**src/timer16_pkg.sv**
```systemverilog
// Package for the 16-bit capture/compare timer: register map, field positions,
// reset values, mode encodings and the packed carriers used by the timer module.
// Assumes a 32-bit APB slave with byte addresses and one register per aligned word.
package timer16_pkg;

  // Register byte offsets
  localparam logic [7:0] OFF_MODE = 8'h00;
  localparam logic [7:0] OFF_PRESCALE = 8'h04;
  localparam logic [7:0] OFF_CAPCTL = 8'h08;
  localparam logic [7:0] OFF_REG_A = 8'h0c;
  localparam logic [7:0] OFF_REG_B = 8'h10;
  localparam logic [7:0] OFF_COUNT = 8'h14;
  localparam logic [7:0] OFF_STATUS = 8'h18;
  localparam logic [7:0] OFF_CLEAR = 8'h1c;
  localparam logic [7:0] OFF_IRQ_EN = 8'h20;

  // Mode register fields
  localparam int MODE_OVF_BIT = 0;
  localparam int MODE_SEL_LOW_BIT = 2;
  localparam int MODE_SEL_HIGH_BIT = 3;
  // Prescaler register fields
  localparam int PRE_CLK_LSB = 0;
  localparam int PRE_EDGE_A_LSB = 2;
  localparam int PRE_EDGE_B_LSB = 4;
  // Capture control fields
  localparam int CAP_A_BIT = 0;
  localparam int CAP_B_BIT = 1;
  localparam int OUT_EN_BIT = 2;
  localparam int ONESHOT_EN_BIT = 3;
  localparam int ONESHOT_TRIG_BIT = 4;
  // Status / clear / enable bit positions
  localparam int ST_MATCH_A = 0;
  localparam int ST_MATCH_B = 1;
  localparam int ST_OVF = 2;

  // Reset values and the counter maximum
  localparam logic [15:0] COUNT_RESET = 16'h0000;
  localparam logic [15:0] COUNT_MAX = 16'hffff;
  localparam logic [15:0] CMP_RESET = 16'h0000;
  localparam logic [5:0] PRE_RESET = 6'h00;
  localparam logic [4:0] CAPCTL_RESET = 5'h00;
  localparam logic [2:0] IRQ_EN_RESET = 3'h0;
  localparam logic [7:0] PRE_DIV_RESET = 8'h00;

  // Counter modes selected by the two mode-select bits
  typedef enum logic [1:0] {
    MODE_STOP = 2'b00,
    MODE_FREE = 2'b01,
    MODE_CLEAR_EDGE = 2'b10,
    MODE_CLEAR_MATCH = 2'b11
  } timer_mode_t;

  // Valid-edge selection for a capture input
  typedef enum logic [1:0] {
    EDGE_FALL = 2'b00,
    EDGE_RISE = 2'b01,
    EDGE_BOTH = 2'b10,
    EDGE_NONE = 2'b11
  } edge_sel_t;

  // Timer events of one count step
  typedef struct packed {
    logic overflow;
    logic match_b;
    logic match_a;
  } timer_events_t;

  // Capture/compare control fields
  typedef struct packed {
    logic oneshot_en;
    logic out_en;
    logic cap_b;
    logic cap_a;
  } cap_ctl_t;

endpackage : timer16_pkg

```
**src/timer16_capture_compare.sv**
```systemverilog
// 16-bit up-counter with two capture/compare registers, prescaler, shared
// output pin, sticky event status and a level interrupt, behind an APB slave.
// Assumes capture pins are asynchronous to sys_clk and the APB master is on sys_clk.
//
// Function
// Free-run or edge-clear mode: compare A zero matches on step 0000 to 0001.
// Compare A zero: match A also after match, B edge capture, one-shot clear.
// Shared pin is either capture B input or timer output, never both.
// Register A capture: read collisions harmless; capture on stop is undefined.
// Software does not rewrite register A while the counter runs.
// Compare B zero matches as counter steps 0000 to 0001 after overflow.
// Compare B zero: match B also after match, A edge capture, one-shot clear.
// Register B capture: read collisions harmless; capture on stop is undefined.
// Register B accepts writes while the counter runs.
// Counter runs while mode bits are nonzero; both zero stops it.
// Software stops the timer before writing mode bits other than overflow.
// Capture input A valid edge is chosen in the prescaler register.
// Clearing modes or free-run with compare A at FFFF set overflow on wrap.
// Software never loads zero into register A in clear-on-match mode.
// Counter is 16 bits, counts once per count clock, wraps to zero.
`timescale 1ns/1ps
`default_nettype none

module timer16_capture_compare (
  input wire logic sys_clk,
  input wire logic rst,
  input wire logic psel,
  input wire logic penable,
  input wire logic pwrite,
  input wire logic [7:0] paddr,
  input wire logic [31:0] pwdata,
  output logic [31:0] prdata,
  output logic pready,
  output logic pslverr,
  input wire logic capture_input_a,
  input wire logic capture_input_b,
  output logic timer_output_pin,
  output logic timer_output_pin_oe,
  output logic match_irq_a,
  output logic match_irq_b,
  output logic irq
);

  // Software-visible state
  logic [1:0] timer_mode_reg;
  logic overflow_flag;
  logic [5:0] prescaler_mode_reg;
  timer16_pkg::cap_ctl_t cap_ctl;
  logic [15:0] compare_capture_reg_a;
  logic [15:0] compare_capture_reg_b;
  logic [15:0] main_counter;
  logic [2:0] status;
  logic [2:0] irq_en;

  // Internal state
  logic [7:0] pre_div;
  logic [2:0] sync_a;
  logic [2:0] sync_b;
  logic oneshot_pulse;
  logic running;
  logic tick;
  logic edge_a;
  logic edge_b;
  logic cap_event_a;
  logic cap_event_b;
  logic clear_now;
  timer16_pkg::timer_events_t ev;
  timer16_pkg::timer_mode_t mode;
  timer16_pkg::edge_sel_t edge_sel_a;
  timer16_pkg::edge_sel_t edge_sel_b;
  logic wr_en;
  logic rd_setup;
  logic [31:0] next_prdata;
  logic next_slverr;
  logic [7:0] div_mask;
  logic [2:0] sync_ok;

  // Decoded views of the control registers
  assign mode = timer16_pkg::timer_mode_t'(timer_mode_reg);
  assign edge_sel_a = timer16_pkg::edge_sel_t'(
    prescaler_mode_reg[timer16_pkg::PRE_EDGE_A_LSB +: 2]);
  assign edge_sel_b = timer16_pkg::edge_sel_t'(
    prescaler_mode_reg[timer16_pkg::PRE_EDGE_B_LSB +: 2]);
  assign running = (mode != timer16_pkg::MODE_STOP);
  assign wr_en = psel & penable & pwrite;
  assign rd_setup = psel & ~penable;

  // Two-flop synchronisers plus a third stage for edge detection
  // Stage 0 may go metastable; only stages 1 and 2 feed any logic
  always_ff @(posedge sys_clk) begin
    if (rst) begin
      sync_a <= 3'h0;
      sync_b <= 3'h0;
    end else begin
      sync_a <= {sync_a[1:0], capture_input_a};
      sync_b <= {sync_b[1:0], capture_input_b};
    end
  end

  // Marks the stages that hold a sampled pin level since reset; the
  // reset zeros would otherwise look like an edge against a high pin
  always_ff @(posedge sys_clk) begin
    if (rst) begin
      sync_ok <= 3'h0;
    end else begin
      sync_ok <= {sync_ok[1:0], 1'b1};
    end
  end

  // Valid-edge detection on synchronised inputs
  // Edge select 11 yields no edge at all
  always_comb begin
    case (edge_sel_a)
      timer16_pkg::EDGE_FALL: edge_a = sync_a[2] & ~sync_a[1];
      timer16_pkg::EDGE_RISE: edge_a = ~sync_a[2] & sync_a[1];
      timer16_pkg::EDGE_BOTH: edge_a = sync_a[2] ^ sync_a[1];
      default: edge_a = 1'b0;
    endcase
    case (edge_sel_b)
      timer16_pkg::EDGE_FALL: edge_b = sync_b[2] & ~sync_b[1];
      timer16_pkg::EDGE_RISE: edge_b = ~sync_b[2] & sync_b[1];
      timer16_pkg::EDGE_BOTH: edge_b = sync_b[2] ^ sync_b[1];
      default: edge_b = 1'b0;
    endcase
    // Pin in output use never yields a capture B edge
    if (cap_ctl.out_en) begin
      edge_b = 1'b0;
    end
    // No edge until stage 2 holds a real pin level
    if (!sync_ok[2]) begin
      edge_a = 1'b0;
      edge_b = 1'b0;
    end
  end

  // Capture A is triggered by input B edges, capture B by input A edges
  // Nothing is captured while stopped, so a stop wins over a capture
  assign cap_event_a = cap_ctl.cap_a & edge_b & running;
  assign cap_event_b = cap_ctl.cap_b & edge_a & running;

  // Prescaler: count clock is sys_clk divided by 1, 2, 4 or 8
  always_comb begin
    case (prescaler_mode_reg[timer16_pkg::PRE_CLK_LSB +: 2])
      2'h0: div_mask = 8'h00;
      2'h1: div_mask = 8'h01;
      2'h2: div_mask = 8'h03;
      default: div_mask = 8'h07;
    endcase
  end
  // Divider is held at zero while stopped, so every start has the same phase
  assign tick = running & ((pre_div & div_mask) == div_mask);

  always_ff @(posedge sys_clk) begin
    if (rst || !running) begin
      pre_div <= timer16_pkg::PRE_DIV_RESET;
    end else begin
      pre_div <= pre_div + 8'h01;
    end
  end

  // Count-step events; compare of zero fires on the step 0000 to 0001
  // A register in capture use never matches; overflow needs free-run or A at maximum
  always_comb begin
    ev.match_a = tick & (main_counter == compare_capture_reg_a) & ~cap_ctl.cap_a;
    ev.match_b = tick & (main_counter == compare_capture_reg_b) & ~cap_ctl.cap_b;
    ev.overflow = tick & (main_counter == timer16_pkg::COUNT_MAX) &
      ((mode == timer16_pkg::MODE_FREE) ||
       (compare_capture_reg_a == timer16_pkg::COUNT_MAX));
  end

  // Clear-and-start sources
  // Clear on match with compare A at zero would pin the counter at zero
  always_comb begin
    clear_now = 1'b0;
    case (mode)
      timer16_pkg::MODE_CLEAR_EDGE: clear_now = edge_a;
      timer16_pkg::MODE_CLEAR_MATCH: clear_now = ev.match_a;
      default: clear_now = 1'b0;
    endcase
    if (oneshot_pulse && cap_ctl.oneshot_en && running) begin
      clear_now = 1'b1; // see R2
    end
  end

  // Main counter: 16-bit up-count, wraps, stopped and zeroed in stop mode
  always_ff @(posedge sys_clk) begin
    if (rst || !running) begin
      main_counter <= timer16_pkg::COUNT_RESET;
    end else if (clear_now) begin
      main_counter <= timer16_pkg::COUNT_RESET;
    end else if (tick) begin
      main_counter <= main_counter + 16'h0001;
    end
  end

  // Register A: software write or capture; capture takes the counter value
  // No write lock while running: software keeps the counter stopped first
  always_ff @(posedge sys_clk) begin
    if (rst) begin
      compare_capture_reg_a <= timer16_pkg::CMP_RESET;
    end else if (cap_event_a) begin
      compare_capture_reg_a <= main_counter;
    end else if (wr_en && paddr == timer16_pkg::OFF_REG_A) begin
      compare_capture_reg_a <= pwdata[15:0];
    end
  end

  // Register B: writes accepted in any cycle without a capture, including while running
  always_ff @(posedge sys_clk) begin
    if (rst) begin
      compare_capture_reg_b <= timer16_pkg::CMP_RESET;
    end else if (cap_event_b) begin
      compare_capture_reg_b <= main_counter;
    end else if (wr_en && paddr == timer16_pkg::OFF_REG_B) begin
      compare_capture_reg_b <= pwdata[15:0];
    end
  end

  // Mode, prescaler, capture control and interrupt enable registers
  // Writes land whether running or not; software stops the timer first
  always_ff @(posedge sys_clk) begin
    if (rst) begin
      timer_mode_reg <= timer16_pkg::MODE_STOP;
      prescaler_mode_reg <= timer16_pkg::PRE_RESET;
      cap_ctl <= timer16_pkg::cap_ctl_t'(4'h0);
      irq_en <= timer16_pkg::IRQ_EN_RESET;
    end else if (wr_en) begin
      case (paddr)
        timer16_pkg::OFF_MODE: timer_mode_reg <= {
          pwdata[timer16_pkg::MODE_SEL_HIGH_BIT], pwdata[timer16_pkg::MODE_SEL_LOW_BIT]};
        timer16_pkg::OFF_PRESCALE: prescaler_mode_reg <= pwdata[5:0];
        timer16_pkg::OFF_CAPCTL: cap_ctl <= timer16_pkg::cap_ctl_t'(pwdata[3:0]);
        timer16_pkg::OFF_IRQ_EN: irq_en <= pwdata[2:0];
        default: ;
      endcase
    end
  end

  // One-shot trigger: write-one pulse, reads back as zero
  // It clears the counter only with one-shot use enabled and the counter running
  always_ff @(posedge sys_clk) begin
    if (rst) begin
      oneshot_pulse <= 1'b0;
    end else begin
      oneshot_pulse <= wr_en && (paddr == timer16_pkg::OFF_CAPCTL) &&
        pwdata[timer16_pkg::ONESHOT_TRIG_BIT];
    end
  end

  // Sticky status: set wins over a clear in the same cycle
  // Writing zero to the mode overflow bit clears the overflow status too
  always_ff @(posedge sys_clk) begin
    if (rst) begin
      status <= 3'h0;
    end else begin
      if (wr_en && paddr == timer16_pkg::OFF_CLEAR) begin
        status <= (status & ~pwdata[2:0]) | ev;
      end else if (wr_en && paddr == timer16_pkg::OFF_MODE &&
          !pwdata[timer16_pkg::MODE_OVF_BIT]) begin
        status <= (status & ~(3'h1 << timer16_pkg::ST_OVF)) | ev;
      end else begin
        status <= status | ev;
      end
      // Captures also raise their register's match status
      if (cap_event_a) begin
        status[timer16_pkg::ST_MATCH_A] <= 1'b1;
      end
      if (cap_event_b) begin
        status[timer16_pkg::ST_MATCH_B] <= 1'b1;
      end
    end
  end
  assign overflow_flag = status[timer16_pkg::ST_OVF];

  // Per-register match pulses and the level interrupt
  // The interrupt level lags the status by one clock
  always_ff @(posedge sys_clk) begin
    if (rst) begin
      match_irq_a <= 1'b0;
      match_irq_b <= 1'b0;
      irq <= 1'b0;
    end else begin
      match_irq_a <= ev.match_a | cap_event_a;
      match_irq_b <= ev.match_b | cap_event_b;
      irq <= |(status & irq_en);
    end
  end

  // Timer output toggles on match A; drives the shared pin only when enabled
  // Held low while stopped or while the shared pin serves as capture input
  always_ff @(posedge sys_clk) begin
    if (rst) begin
      timer_output_pin <= 1'b0;
      timer_output_pin_oe <= 1'b0;
    end else begin
      timer_output_pin_oe <= cap_ctl.out_en;
      if (!cap_ctl.out_en || !running) begin
        timer_output_pin <= 1'b0;
      end else if (ev.match_a) begin
        timer_output_pin <= ~timer_output_pin;
      end
    end
  end

  // APB read mux, evaluated in the setup cycle
  // Unmapped offsets answer with an error and zero data
  always_comb begin
    next_prdata = 32'h0000_0000;
    next_slverr = 1'b0;
    case (paddr)
      timer16_pkg::OFF_MODE: begin
        next_prdata[timer16_pkg::MODE_OVF_BIT] = overflow_flag;
        next_prdata[timer16_pkg::MODE_SEL_LOW_BIT] = timer_mode_reg[0];
        next_prdata[timer16_pkg::MODE_SEL_HIGH_BIT] = timer_mode_reg[1];
      end
      timer16_pkg::OFF_PRESCALE: next_prdata[5:0] = prescaler_mode_reg;
      timer16_pkg::OFF_CAPCTL: next_prdata[3:0] = cap_ctl;
      timer16_pkg::OFF_REG_A: next_prdata[15:0] = compare_capture_reg_a;
      timer16_pkg::OFF_REG_B: next_prdata[15:0] = compare_capture_reg_b;
      timer16_pkg::OFF_COUNT: next_prdata[15:0] = main_counter;
      timer16_pkg::OFF_STATUS: next_prdata[2:0] = status;
      timer16_pkg::OFF_CLEAR: next_prdata = 32'h0000_0000;
      timer16_pkg::OFF_IRQ_EN: next_prdata[2:0] = irq_en;
      default: next_slverr = 1'b1;
    endcase
  end

  // APB response: one wait-free access phase after setup
  // Read data is latched in setup and stands through the access phase
  always_ff @(posedge sys_clk) begin
    if (rst) begin
      prdata <= 32'h0000_0000;
      pslverr <= 1'b0;
      pready <= 1'b0;
    end else begin
      pready <= 1'b1;
      if (rd_setup) begin
        prdata <= pwrite ? 32'h0000_0000 : next_prdata;
        pslverr <= next_slverr;
      end
    end
  end

endmodule : timer16_capture_compare

`default_nettype wire

```
**config.mk**
```make
export PLATFORM = sky130hd
export DESIGN_NAME = timer16_capture_compare
export DESIGN_NICKNAME = d
export VERILOG_FILES = /design/src/timer16_pkg.sv /design/src/timer16_capture_compare.sv
export SDC_FILE = /design/constraint.sdc
export NUM_CORES = 1
export LEC_CHECK = 0
export BUFFER_PORTS_ARGS = -buffer_cell sky130_fd_sc_hd__buf_2
export CORE_MARGIN = 2
export CORE_UTILIZATION = 57
export DETAILED_ROUTE_END_ITERATION = 10
export PLACE_DENSITY_LB_ADDON = 0.08
export SETUP_SLACK_MARGIN = 0.5
export SYNTH_ARGS = -nofsm -noshare
export SYNTH_HDL_FRONTEND = slang
export SYNTH_SLANG_ARGS = --single-unit
```
**constraint.sdc**
```tcl
create_clock -name sys_clk -period 3.3 [get_ports sys_clk]
set_clock_uncertainty 0.2 [all_clocks]
set_input_delay 0.66 -clock sys_clk [delete_from_list [all_inputs] [get_ports sys_clk]]
set_output_delay 0.66 -clock sys_clk [all_outputs]
set_load 0.1 [all_outputs]
```
# ---- Yosys cells after proc, flatten, opt, wreduce, memory -nomap -nowiden
# Cells that the tools add are included.
dict set report op_classes {
  n_mux 26
  eq_ne 22
  reduce_logical 30
  add_sub_neg 2
  bitwise 37
}
# operator n
set op_table {}
lappend op_table {{$mux 16} 5}
lappend op_table {{$eq 16x16->1} 2}
lappend op_table {{$eq 16x16->1 const B} 2}
lappend op_table {{$eq 8x5->1 const B} 4}
lappend op_table {{$pmux 10 s3} 1}
lappend op_table {{$and 1x1->1} 18}
lappend op_table {{$add 16x1->16 const B} 1}
lappend op_table {{$eq 8x4->1 const B} 2}
lappend op_table {{$pmux 1 s8} 2}
lappend op_table {{$eq 2x2->1 const B} 5}
lappend op_table {{$logic_and 1x1->1} 9}
lappend op_table {{$mux 1} 9}
lappend op_table {{$pmux 3 s3} 1}
lappend op_table {{$reduce_or 9->1} 1}
lappend op_table {{$add 8x1->8 const B} 1}
lappend op_table {{$and 8x8->8} 1}
lappend op_table {{$eq 2x1->1 const B} 4}
lappend op_table {{$eq 8x3->1 const B} 1}
lappend op_table {{$eq 8x6->1 const B} 1}
lappend op_table {{$eq 8x8->1} 1}
lappend op_table {{$logic_not 8->1} 1}
lappend op_table {{$not 1->1} 8}
lappend op_table {{$pmux 2 s4} 1}
lappend op_table {{$reduce_and 2->1} 4}
lappend op_table {{other kinds (17)} 32}
dict set report word_totals {
  in_bits 47
  word_cells 142
  output_inout_bits 39
  register_bits 123
}

# ---- Logic depth before layout (Yosys ltp)
# Gate-level depths: netlist of run 1.
dict set report logic_depth {
  depth_word 11
  mapped_depth 9
  depth_no_buf 7
}

# ---- Worst setup path after synthesis of run 1
# Ideal clock, no wire load.
dict set report synth_path {
  kind {in2reg}
  start {input port paddr[1]}
  end {register cap_ctl[0] (netlist name)}
  stages 6
  required_ns 2.972
  arrival_time_ns 2.291
  path_slack_ns 0.681
  n_path_buf 1
  setup_time_ns 0.128
  path_cell_list {or4_4 or4_1 or3_1 buf_2 mux2i_1 nor2_1}
}
dict set report synth_between {
  elab_chain_cells 2
}
# item line_no
set synth_rtl {}
lappend synth_rtl {{from (decl)} timer16_capture_compare.sv:30} ;# input wire logic [7:0] paddr,
lappend synth_rtl {{$eq 8x4->1} timer16_capture_compare.sv:228} ;# case (paddr)
lappend synth_rtl {{$reduce_and 2->1 (no line)} -}
lappend synth_rtl {{to (signal assigned)} timer16_capture_compare.sv:225} ;# cap_ctl <= timer16_pkg::cap_ctl_t'(4'h0);
lappend synth_rtl {{to (signal assigned)} timer16_capture_compare.sv:232} ;# timer16_pkg::OFF_CAPCTL: cap_ctl <= timer16_pkg::cap_ctl_t'(pwdata[3:0]);
lappend synth_rtl {{to (decl)} timer16_capture_compare.sv:48} ;# timer16_pkg::cap_ctl_t cap_ctl;
# Every way passes these cells.
# A chain may end at the register's enable or synchronous reset.

# ---- Worst setup path in the final report of run 1
dict set report layout_path {
  start {input port paddr[4]}
  end {register compare_capture_reg_b[13]}
}
dict set report layout_between {
  elab_chain_cells 3
}
# item line_no
set layout_rtl {}
lappend layout_rtl {{$eq 8x5->1} timer16_capture_compare.sv:214} ;# end else if (wr_en && paddr == timer16_pkg::OFF_REG_B) begin
lappend layout_rtl {{$logic_and 1x1->1} timer16_capture_compare.sv:214}
lappend layout_rtl {{$reduce_bool 2->1 (no line)} -}
lappend layout_rtl {{to (signal assigned)} timer16_capture_compare.sv:211} ;# compare_capture_reg_b <= timer16_pkg::CMP_RESET;
lappend layout_rtl {{to (signal assigned)} timer16_capture_compare.sv:213} ;# compare_capture_reg_b <= main_counter;
lappend layout_rtl {{to (signal assigned)} timer16_capture_compare.sv:215} ;# compare_capture_reg_b <= pwdata[15:0];
lappend layout_rtl {{to (decl)} timer16_capture_compare.sv:50} ;# logic [15:0] compare_capture_reg_b;
# Every way passes these cells.

==> results.yml, run 1 <==
worst_setup_path:
  end_kind: "register"
  critPathKind: "input port to register"
  cp.required_ps: 3330
  r2r_setup_slack_ps: 940
  worst-path-max-fanout: 16
  critPathCapture: "compare_capture_reg_b[13]$_SDFFE_PP0P_"
  worstRegToRegCells: 5
  reg2reg_from: "main_counter[3]$_SDFFE_PP0N_"
  reg2reg_to: "main_counter[15]$_SDFFE_PP0N_"
  startpoint: "paddr[4]"
  start_kind: "input port"
  arrival_ps: 2600
detailed_routing:
  drc: 0
  firstDrtPassIters: 7
  drt-vias-per-instance: 6.27
  drt_iter0_drc: 394
  ant_nets: 0
  num_vias: 4908
  drt_wl_total_mm: 14.8
  wl_per_cell_um: 18.9
clock_network:
  clk_pin_slew_worst_paths_ps: 90
  htreeDepth: 3
  holdBufCountCts: 0
  cts_tree: "built"
  clk-insertion-delay-late_ps: 380
  cts_buffers: 9
  ctsLongestPathBuffers: 2
  post_cts_buffers: 0
  cts_sinks: 101
  clockRootBuffer: "clkbuf_8"
  ctsResizeCount: 0
synthesis:
  synthMuxAreaShare: 0.0588
  synth-edff-count: 0
  synthCells: 636
  seq_area_frac_synth: 0.377
  synth_top_family_by_area: "simple AND/OR/NAND/NOR gates"
  ys_async_sr_fraction: 0
  synth_cell_type_count: 60
  synth_seq_cells: 101
  ys_warn_count: 0
  synthesis.area_sq_mm: 0.00536
  synth_compound_area_frac: 0.158
  synth_fa_ha_area_frac: 0.0140
  syn_avg_cell_area_sq_um: 8.43
  synth_ff_type: "dfxtp_1"
  synthSimpleGateAreaFrac: 0.247
  synthXorXnorAreaFrac: 0.0670
sta:
  fin_ws_ps: 730
  hold_viol_final: 0
  slew_violations: 0
  setup_viol: 0
  min_period_over_period: 0.779
  post-route-min-period_ps: 2570
  setup_tns_ps: 0
  worst-slew-pin-transition_ps: 666
  rsz0062_at_grt: "no"
  fmax_mhz: 389
  slew_headroom: 0.555
power:
  vdd_drop_max_mv: 0.251
  p_sw_frac: 0.266
  finalPower_mw: 2.23
  sequentialPowerShare: 0.551
  leakage_nw: 2.26
  p_int_mw: 1.63
  combPwrFrac: 0.085
  powerDensity_mw_per_mm2: 381
  power_switching_uw: 593
  p_clk_frac: 0.365
finish:
  fin_nets: 720
  fin_area_sq_mm: 0.00584
  layout_commonest_cell: "dfxtp_1"
  final_cell_mix: "dfxtp_1 (101), nand2_1 (65), buf_2 (53)"
  syn_to_final_growth_pct: 8.87
  antenna_cells: 0
  drive_above_1_share: 0.141
  final_core_util: 0.635
  fillers: 799
floorplanning:
  die_x_um: 101
  die_h_um: 101
  core.rowCount: 35
  initial_core_util: 0.583
  die_area_sq_mm: 0.0102
  coreArea_sq_mm: 0.00920
  ios: 86
placement:
  portBuffers: 53
  post_dp_cell_area_sq_mm: 0.00564
  dpl_worst_slack_ps: 390
  dp_hpwl_mm: 10.5
  gp_congestion: 0.953
global_routing:
  antenna_found_initial: 0
  busiest_layer: "met2"
  grt_max_degree: 35
  use_met2: 0.482
  use_met1: 0.378
  grt_pass1_vias: 4489
  grt_overflow_total: 0
  grt_pass1_wl_mm: 23.3
  track_usage: 0.294
  grt_util_met3: 0.0583
outcome:
  status: "complete, no violations"
worst_hold_path:
  hold_path_class: "register to register"
run:
  max_cap_viol_count: 0
-- layout make-up --
cell class,instances,area (sq um),area share
multi-input combinational,466,3010,0.515
clock buffer,12,145,0.0249
tap,111,139,0.0238
sequential,101,2020,0.346
timing repair buffer,71,400,0.0686
inverter,18,67.6,0.0116
clock inverter,4,56.3,0.00965
-- per-stage QoR --
step           std cells  hold WS (ps)
2_1_floorplan        651           214
6_report             783           251
5_1_grt              783           272
4_1_cts              783           255
3_3_place_gp         767           219
3_5_place_dp         767           234
-- power groups by stage --
stage | combinational, mW | sequential [mW] | clock (mW)
floorplan | 0.142 | 1.26 | 0
global placement | 0.183 | 1.25 | 0
detailed placement | 0.186 | 1.25 | 0
CTS | 0.187 | 1.23 | 0.822
global route | 0.198 | 1.23 | 0.872
finish | 0.189 | 1.23 | 0.812
-- critical path, stage by stage --
cell	delay, ps
buf_2	280
or4b_1	510
buf_4	190
nor2_1	180
nand2_1	450
nand2_1	220
a311oi_1	100
-- cells in the mapped netlist, drive strengths merged, types with 2 or more instances --
library cell	instances	area share
ha	6	0.014
a222oi	4	0.0075
and2	4	0.0047
a21oi	23	0.021
nand4	18	0.021
a311oi	16	0.026
a21o	2	0.0028
nor4	17	0.027
nor3	32	0.030
nand2b	7	0.0082
clkbuf	38	0.027
o21ai	8	0.0075
and3	2	0.0023
nand2	65	0.046
o2bb2ai	3	0.0049
a22o	14	0.023
buf	28	0.038
xor2	21	0.034
nand3	34	0.032
or3	6	0.0070
or4b	2	0.0037
dfxtp	101	0.38
nor2	49	0.034
mux2i	27	0.050
or4	6	0.0091
a221oi	2	0.0033
mux2	2	0.0042
inv	18	0.013
a211oi	17	0.024
and3b	2	0.0033
xnor2	20	0.033
nor2b	13	0.015
a221o	5	0.0093
a22oi	7	0.0098
-- kinds of logic (layout without fill, tap and decap cells) --
| kind of cell | Yosys count | in the layout |
|---|---|---|
| AOI/OAI and AO/OA | 113 | 113 |
| xor gates and xnor gates | 41 | 41 |
| adders and majority gates | 6 | 6 |
| buffers and inverters | 84 | 105 |
| DFF | 101 | 101 |
| muxes | 30 | 30 |
| other | 1 | 16 |
| and+or+nand+nor | 260 | 260 |
-- worst min-delay path by stage --
stage / start / to / slack [ps] / depth (start not counted)
2_1_floorplan: sync_a[0]$_SDFF_PP0_ / sync_a[1]$_SDFF_PP0_ / 210 / 1
3_3_place_gp: sync_ok[1]$_SDFF_PP0_ / sync_ok[2]$_SDFF_PP0_ / 220 / 1
3_5_place_dp: sync_b[0]$_SDFF_PP0_ / sync_b[1]$_SDFF_PP0_ / 230 / 1
4_1_cts: sync_b[0]$_SDFF_PP0_ / sync_b[1]$_SDFF_PP0_ / 260 / 1
5_1_grt: sync_a[0]$_SDFF_PP0_ / sync_a[1]$_SDFF_PP0_ / 270 / 1
6_report: sync_b[0]$_SDFF_PP0_ / sync_b[1]$_SDFF_PP0_ / 250 / 1
-- layer usage --
metal / vias to the layer above / share of wire
li1: 2331 / -
met1: 2313 / 0.43
met2: 227 / 0.47
met3: 37 / 0.071
met4: 0 / 0.030
met5: - / 0
No activity file was read; power rests on OpenSTA's default activity.
==> inputs of run 2 (changes only) <==
Settings changed: ABC_AREA set to 1, CORE_UTILIZATION 57 to 58.
Clock period 3.3 ns to 2.4 ns, I/O delays scaled along.
==> run 2 against run 1 <==
  * Synthesized area is 9.7% higher
  * First-iteration DRC count is 44% higher
  * Design area is 20% higher
  * Critical path depth is 4 higher
  * Final cell count is 42% higher
  * Highest routed layer unchanged
  * Sequential power is 37% higher
  * Total power is 41% higher
  * Critical path type is now register to register
  * Hold slack worse by 180 ps
  * Routed wire length is 30% higher
==> results.yml, run 2 <==
floorplanning:
  ios: 86
  die_x_um: 105
  core.rowCount: 36
  die_area_sq_mm: 0.0110
  die_h_um: 105
  coreArea_sq_mm: 0.00982
  initial_core_util: 0.599
global_routing:
  track_usage: 0.342
  grt_pass1_wl_mm: 29.4
  grt_pass1_vias: 5701
  grt_max_degree: 53
  grt_overflow_total: 0
  antenna_found_initial: 0
sta:
  min_period_over_period: 0.833
  worst-slew-pin-transition_ps: 582
  fin_ws_ps: 401
  fmax_mhz: 500
  setup_viol: 0
  slew_headroom: 0.612
  setup_tns_ps: 0
  slew_violations: 0
  hold_slack_ps: 75.6
  hold_viol_final: 0
  rsz0062_at_grt: "yes"
  post-route-min-period_ps: 2000
power:
  combPwrFrac: 0.090
  sequentialPowerShare: 0.539
  p_int_mw: 2.15
  finalPower_mw: 3.13
  leakage_nw: 3.22
  p_sw_frac: 0.311
  p_clk_frac: 0.371
  powerDensity_mw_per_mm2: 445
  power_switching_uw: 975
  vdd_drop_max_mv: 0.304
detailed_routing:
  drt_iter0_drc: 567
  drt-vias-per-instance: 5.63
  num_vias: 6249
  wl_per_cell_um: 17.3
  drt_wl_total_mm: 19.2
  firstDrtPassIters: 5
  drc: 0
  ant_nets: 0
worst_setup_path:
  cp.required_ps: 2490
  start_kind: "register"
  arrival_ps: 2090
  worst-path-max-fanout: 8
  cpPeakStageDelay_ps: 380
  cp_slowest_cell: "dfxtp_2"
  crit_path_cell_trace: "inv_2, ha_4, nand2_2, nand2_2, o21ai_4, buf_4, nand2_2, a21boi_2, nand2_4, nand2_8, nor2_1"
  end_kind: "register"
  critPathKind: "register to register"
  crit_path_frequent_cell: "nand2_2"
  path_buf_inv: 2
  path_delay_family: "simple AND/OR/NAND/NOR gates"
placement:
  portBuffers: 53
  dp_hpwl_mm: 12.5
  post_dp_cell_area_sq_mm: 0.00619
  gp_congestion: 0.933
  dpl_worst_slack_ps: -247
  dp_cells: 1073
finish:
  fin_cells: 1109
  final_core_util: 0.716
  layout_commonest_cell: "nand2_1"
  fin_nets: 1024
  drive_above_1_share: 0.225
  antenna_cells: 0
  fin_area_sq_mm: 0.00703
  syn_to_final_growth_pct: 19.5
  final_cell_mix: "nand2_1 (195), nand3_1 (137), inv_1 (105)"
clock_network:
  htreeDepth: 3
  holdBufCountCts: 0
  clockRootBuffer: "clkbuf_8"
  cts_buffers: 9
  cts_sinks: 101
  clk-insertion-delay-late_ps: 400
  clk_pin_slew_worst_paths_ps: 120
  ctsLongestPathBuffers: 2
  cts_tree: "built"
synthesis:
  synth_seq_cells: 101
  synth_top_area_frac: 0.344
  ys_warn_count: 0
  seq_area_frac_synth: 0.344
  synth_cell_type_count: 37
  ys_async_sr_fraction: 0
  synth_area_leader_cell: "dfxtp_1"
  yosys-top-cells-area: "dfxtp_1 (34%), nand3_1 (14%), nand2_1 (13%)"
  synthTopCellsByCount: "nand2_1 (209), nand3_1 (162), inv_1 (107), dfxtp_1 (101), nor2_1 (85)"
  synth-edff-count: 0
  synth_ff_type: "dfxtp_1"
  synthCells: 906
  synthesis.area_sq_mm: 0.00588
  synth_most_common_cell: "nand2_1"
  syn_avg_cell_area_sq_um: 6.49
outcome:
  status: "complete, no violations"
run:
  max_cap_viol_count: 0
worst_hold_path:
  hold_path_class: "input port to register"
-- run 2: path summary, 6_finish.rpt --
path | to | cells past startpoint | start | slack [ps]
worst max register to register | main_counter[2]$_SDFFE_PP0N_ | 11 | sync_a[1]$_SDFF_PP0_ | 400
worst min-delay path | sync_b[0]$_SDFF_PP0_ | 3 | capture_input_b | 80
worst min register to register | sync_a[1]$_SDFF_PP0_ | 2 | sync_a[0]$_SDFF_PP0_ | 220
worst max-delay path | main_counter[2]$_SDFFE_PP0N_ | 11 | sync_a[1]$_SDFF_PP0_ | 400
-- run 2: repair_timing --
| action | CTS | global route |
|---|---|---|
| setup endpoints to repair | 53 | 68 |
| setup buffers | 10 | 3 |
| resized for setup | 49 | 60 |
| hold endpoints to repair | 0 | 0 |
| cloned | 4 | 3 |
| pin swaps | 10 | 15 |
-- run 2: cell families (layout without fill, tap and decap cells) --
family	Yosys count	after routing	synth area share
compound gates	89	89	0.0825
fa+ha+maj	6	6	0.0128
other cells	1	16	0.000638
buf+inv	179	230	0.138
simple gates	506	510	0.387
flops	101	101	0.344
xor+xnor	24	24	0.0357
-- run 2: routing by layer --
layer  global-route usage  vias to the layer above  part of all wire
li1                     -                     2977                 -
met1                0.467                     2867              0.41
met2                0.529                      339              0.45
met3               0.0624                       66              0.10
met4                0.153                        0             0.036
met5                    0                        -                 0
-- run 2: tightest hold or removal path, delay by kind of cell --
family	cells	cell delay (ps)
buffers and inverters	2	130
and+or+nand+nor	1	30
-- run 2: final cells by class --
type	count	area [sq um]
timing repair buffer	90	652
multi-input combinational	645	3470
inverter	123	474
sequential	101	2050
clock inverter	7	88.8
timing repair inverter	1	11.3
clock buffer	9	124
tap	133	166
fill	861	2790
-- run 2: power by group through the flow --
stage / logic [mW] / registers, mW / clock network, mW
after CTS: 0.265 / 1.69 / 1.16
final: 0.280 / 1.69 / 1.16
after floorplan: 0.195 / 1.74 / 0
after detailed placement: 0.258 / 1.73 / 0
after global routing: 0.293 / 1.69 / 1.22
after global placement: 0.254 / 1.73 / 0
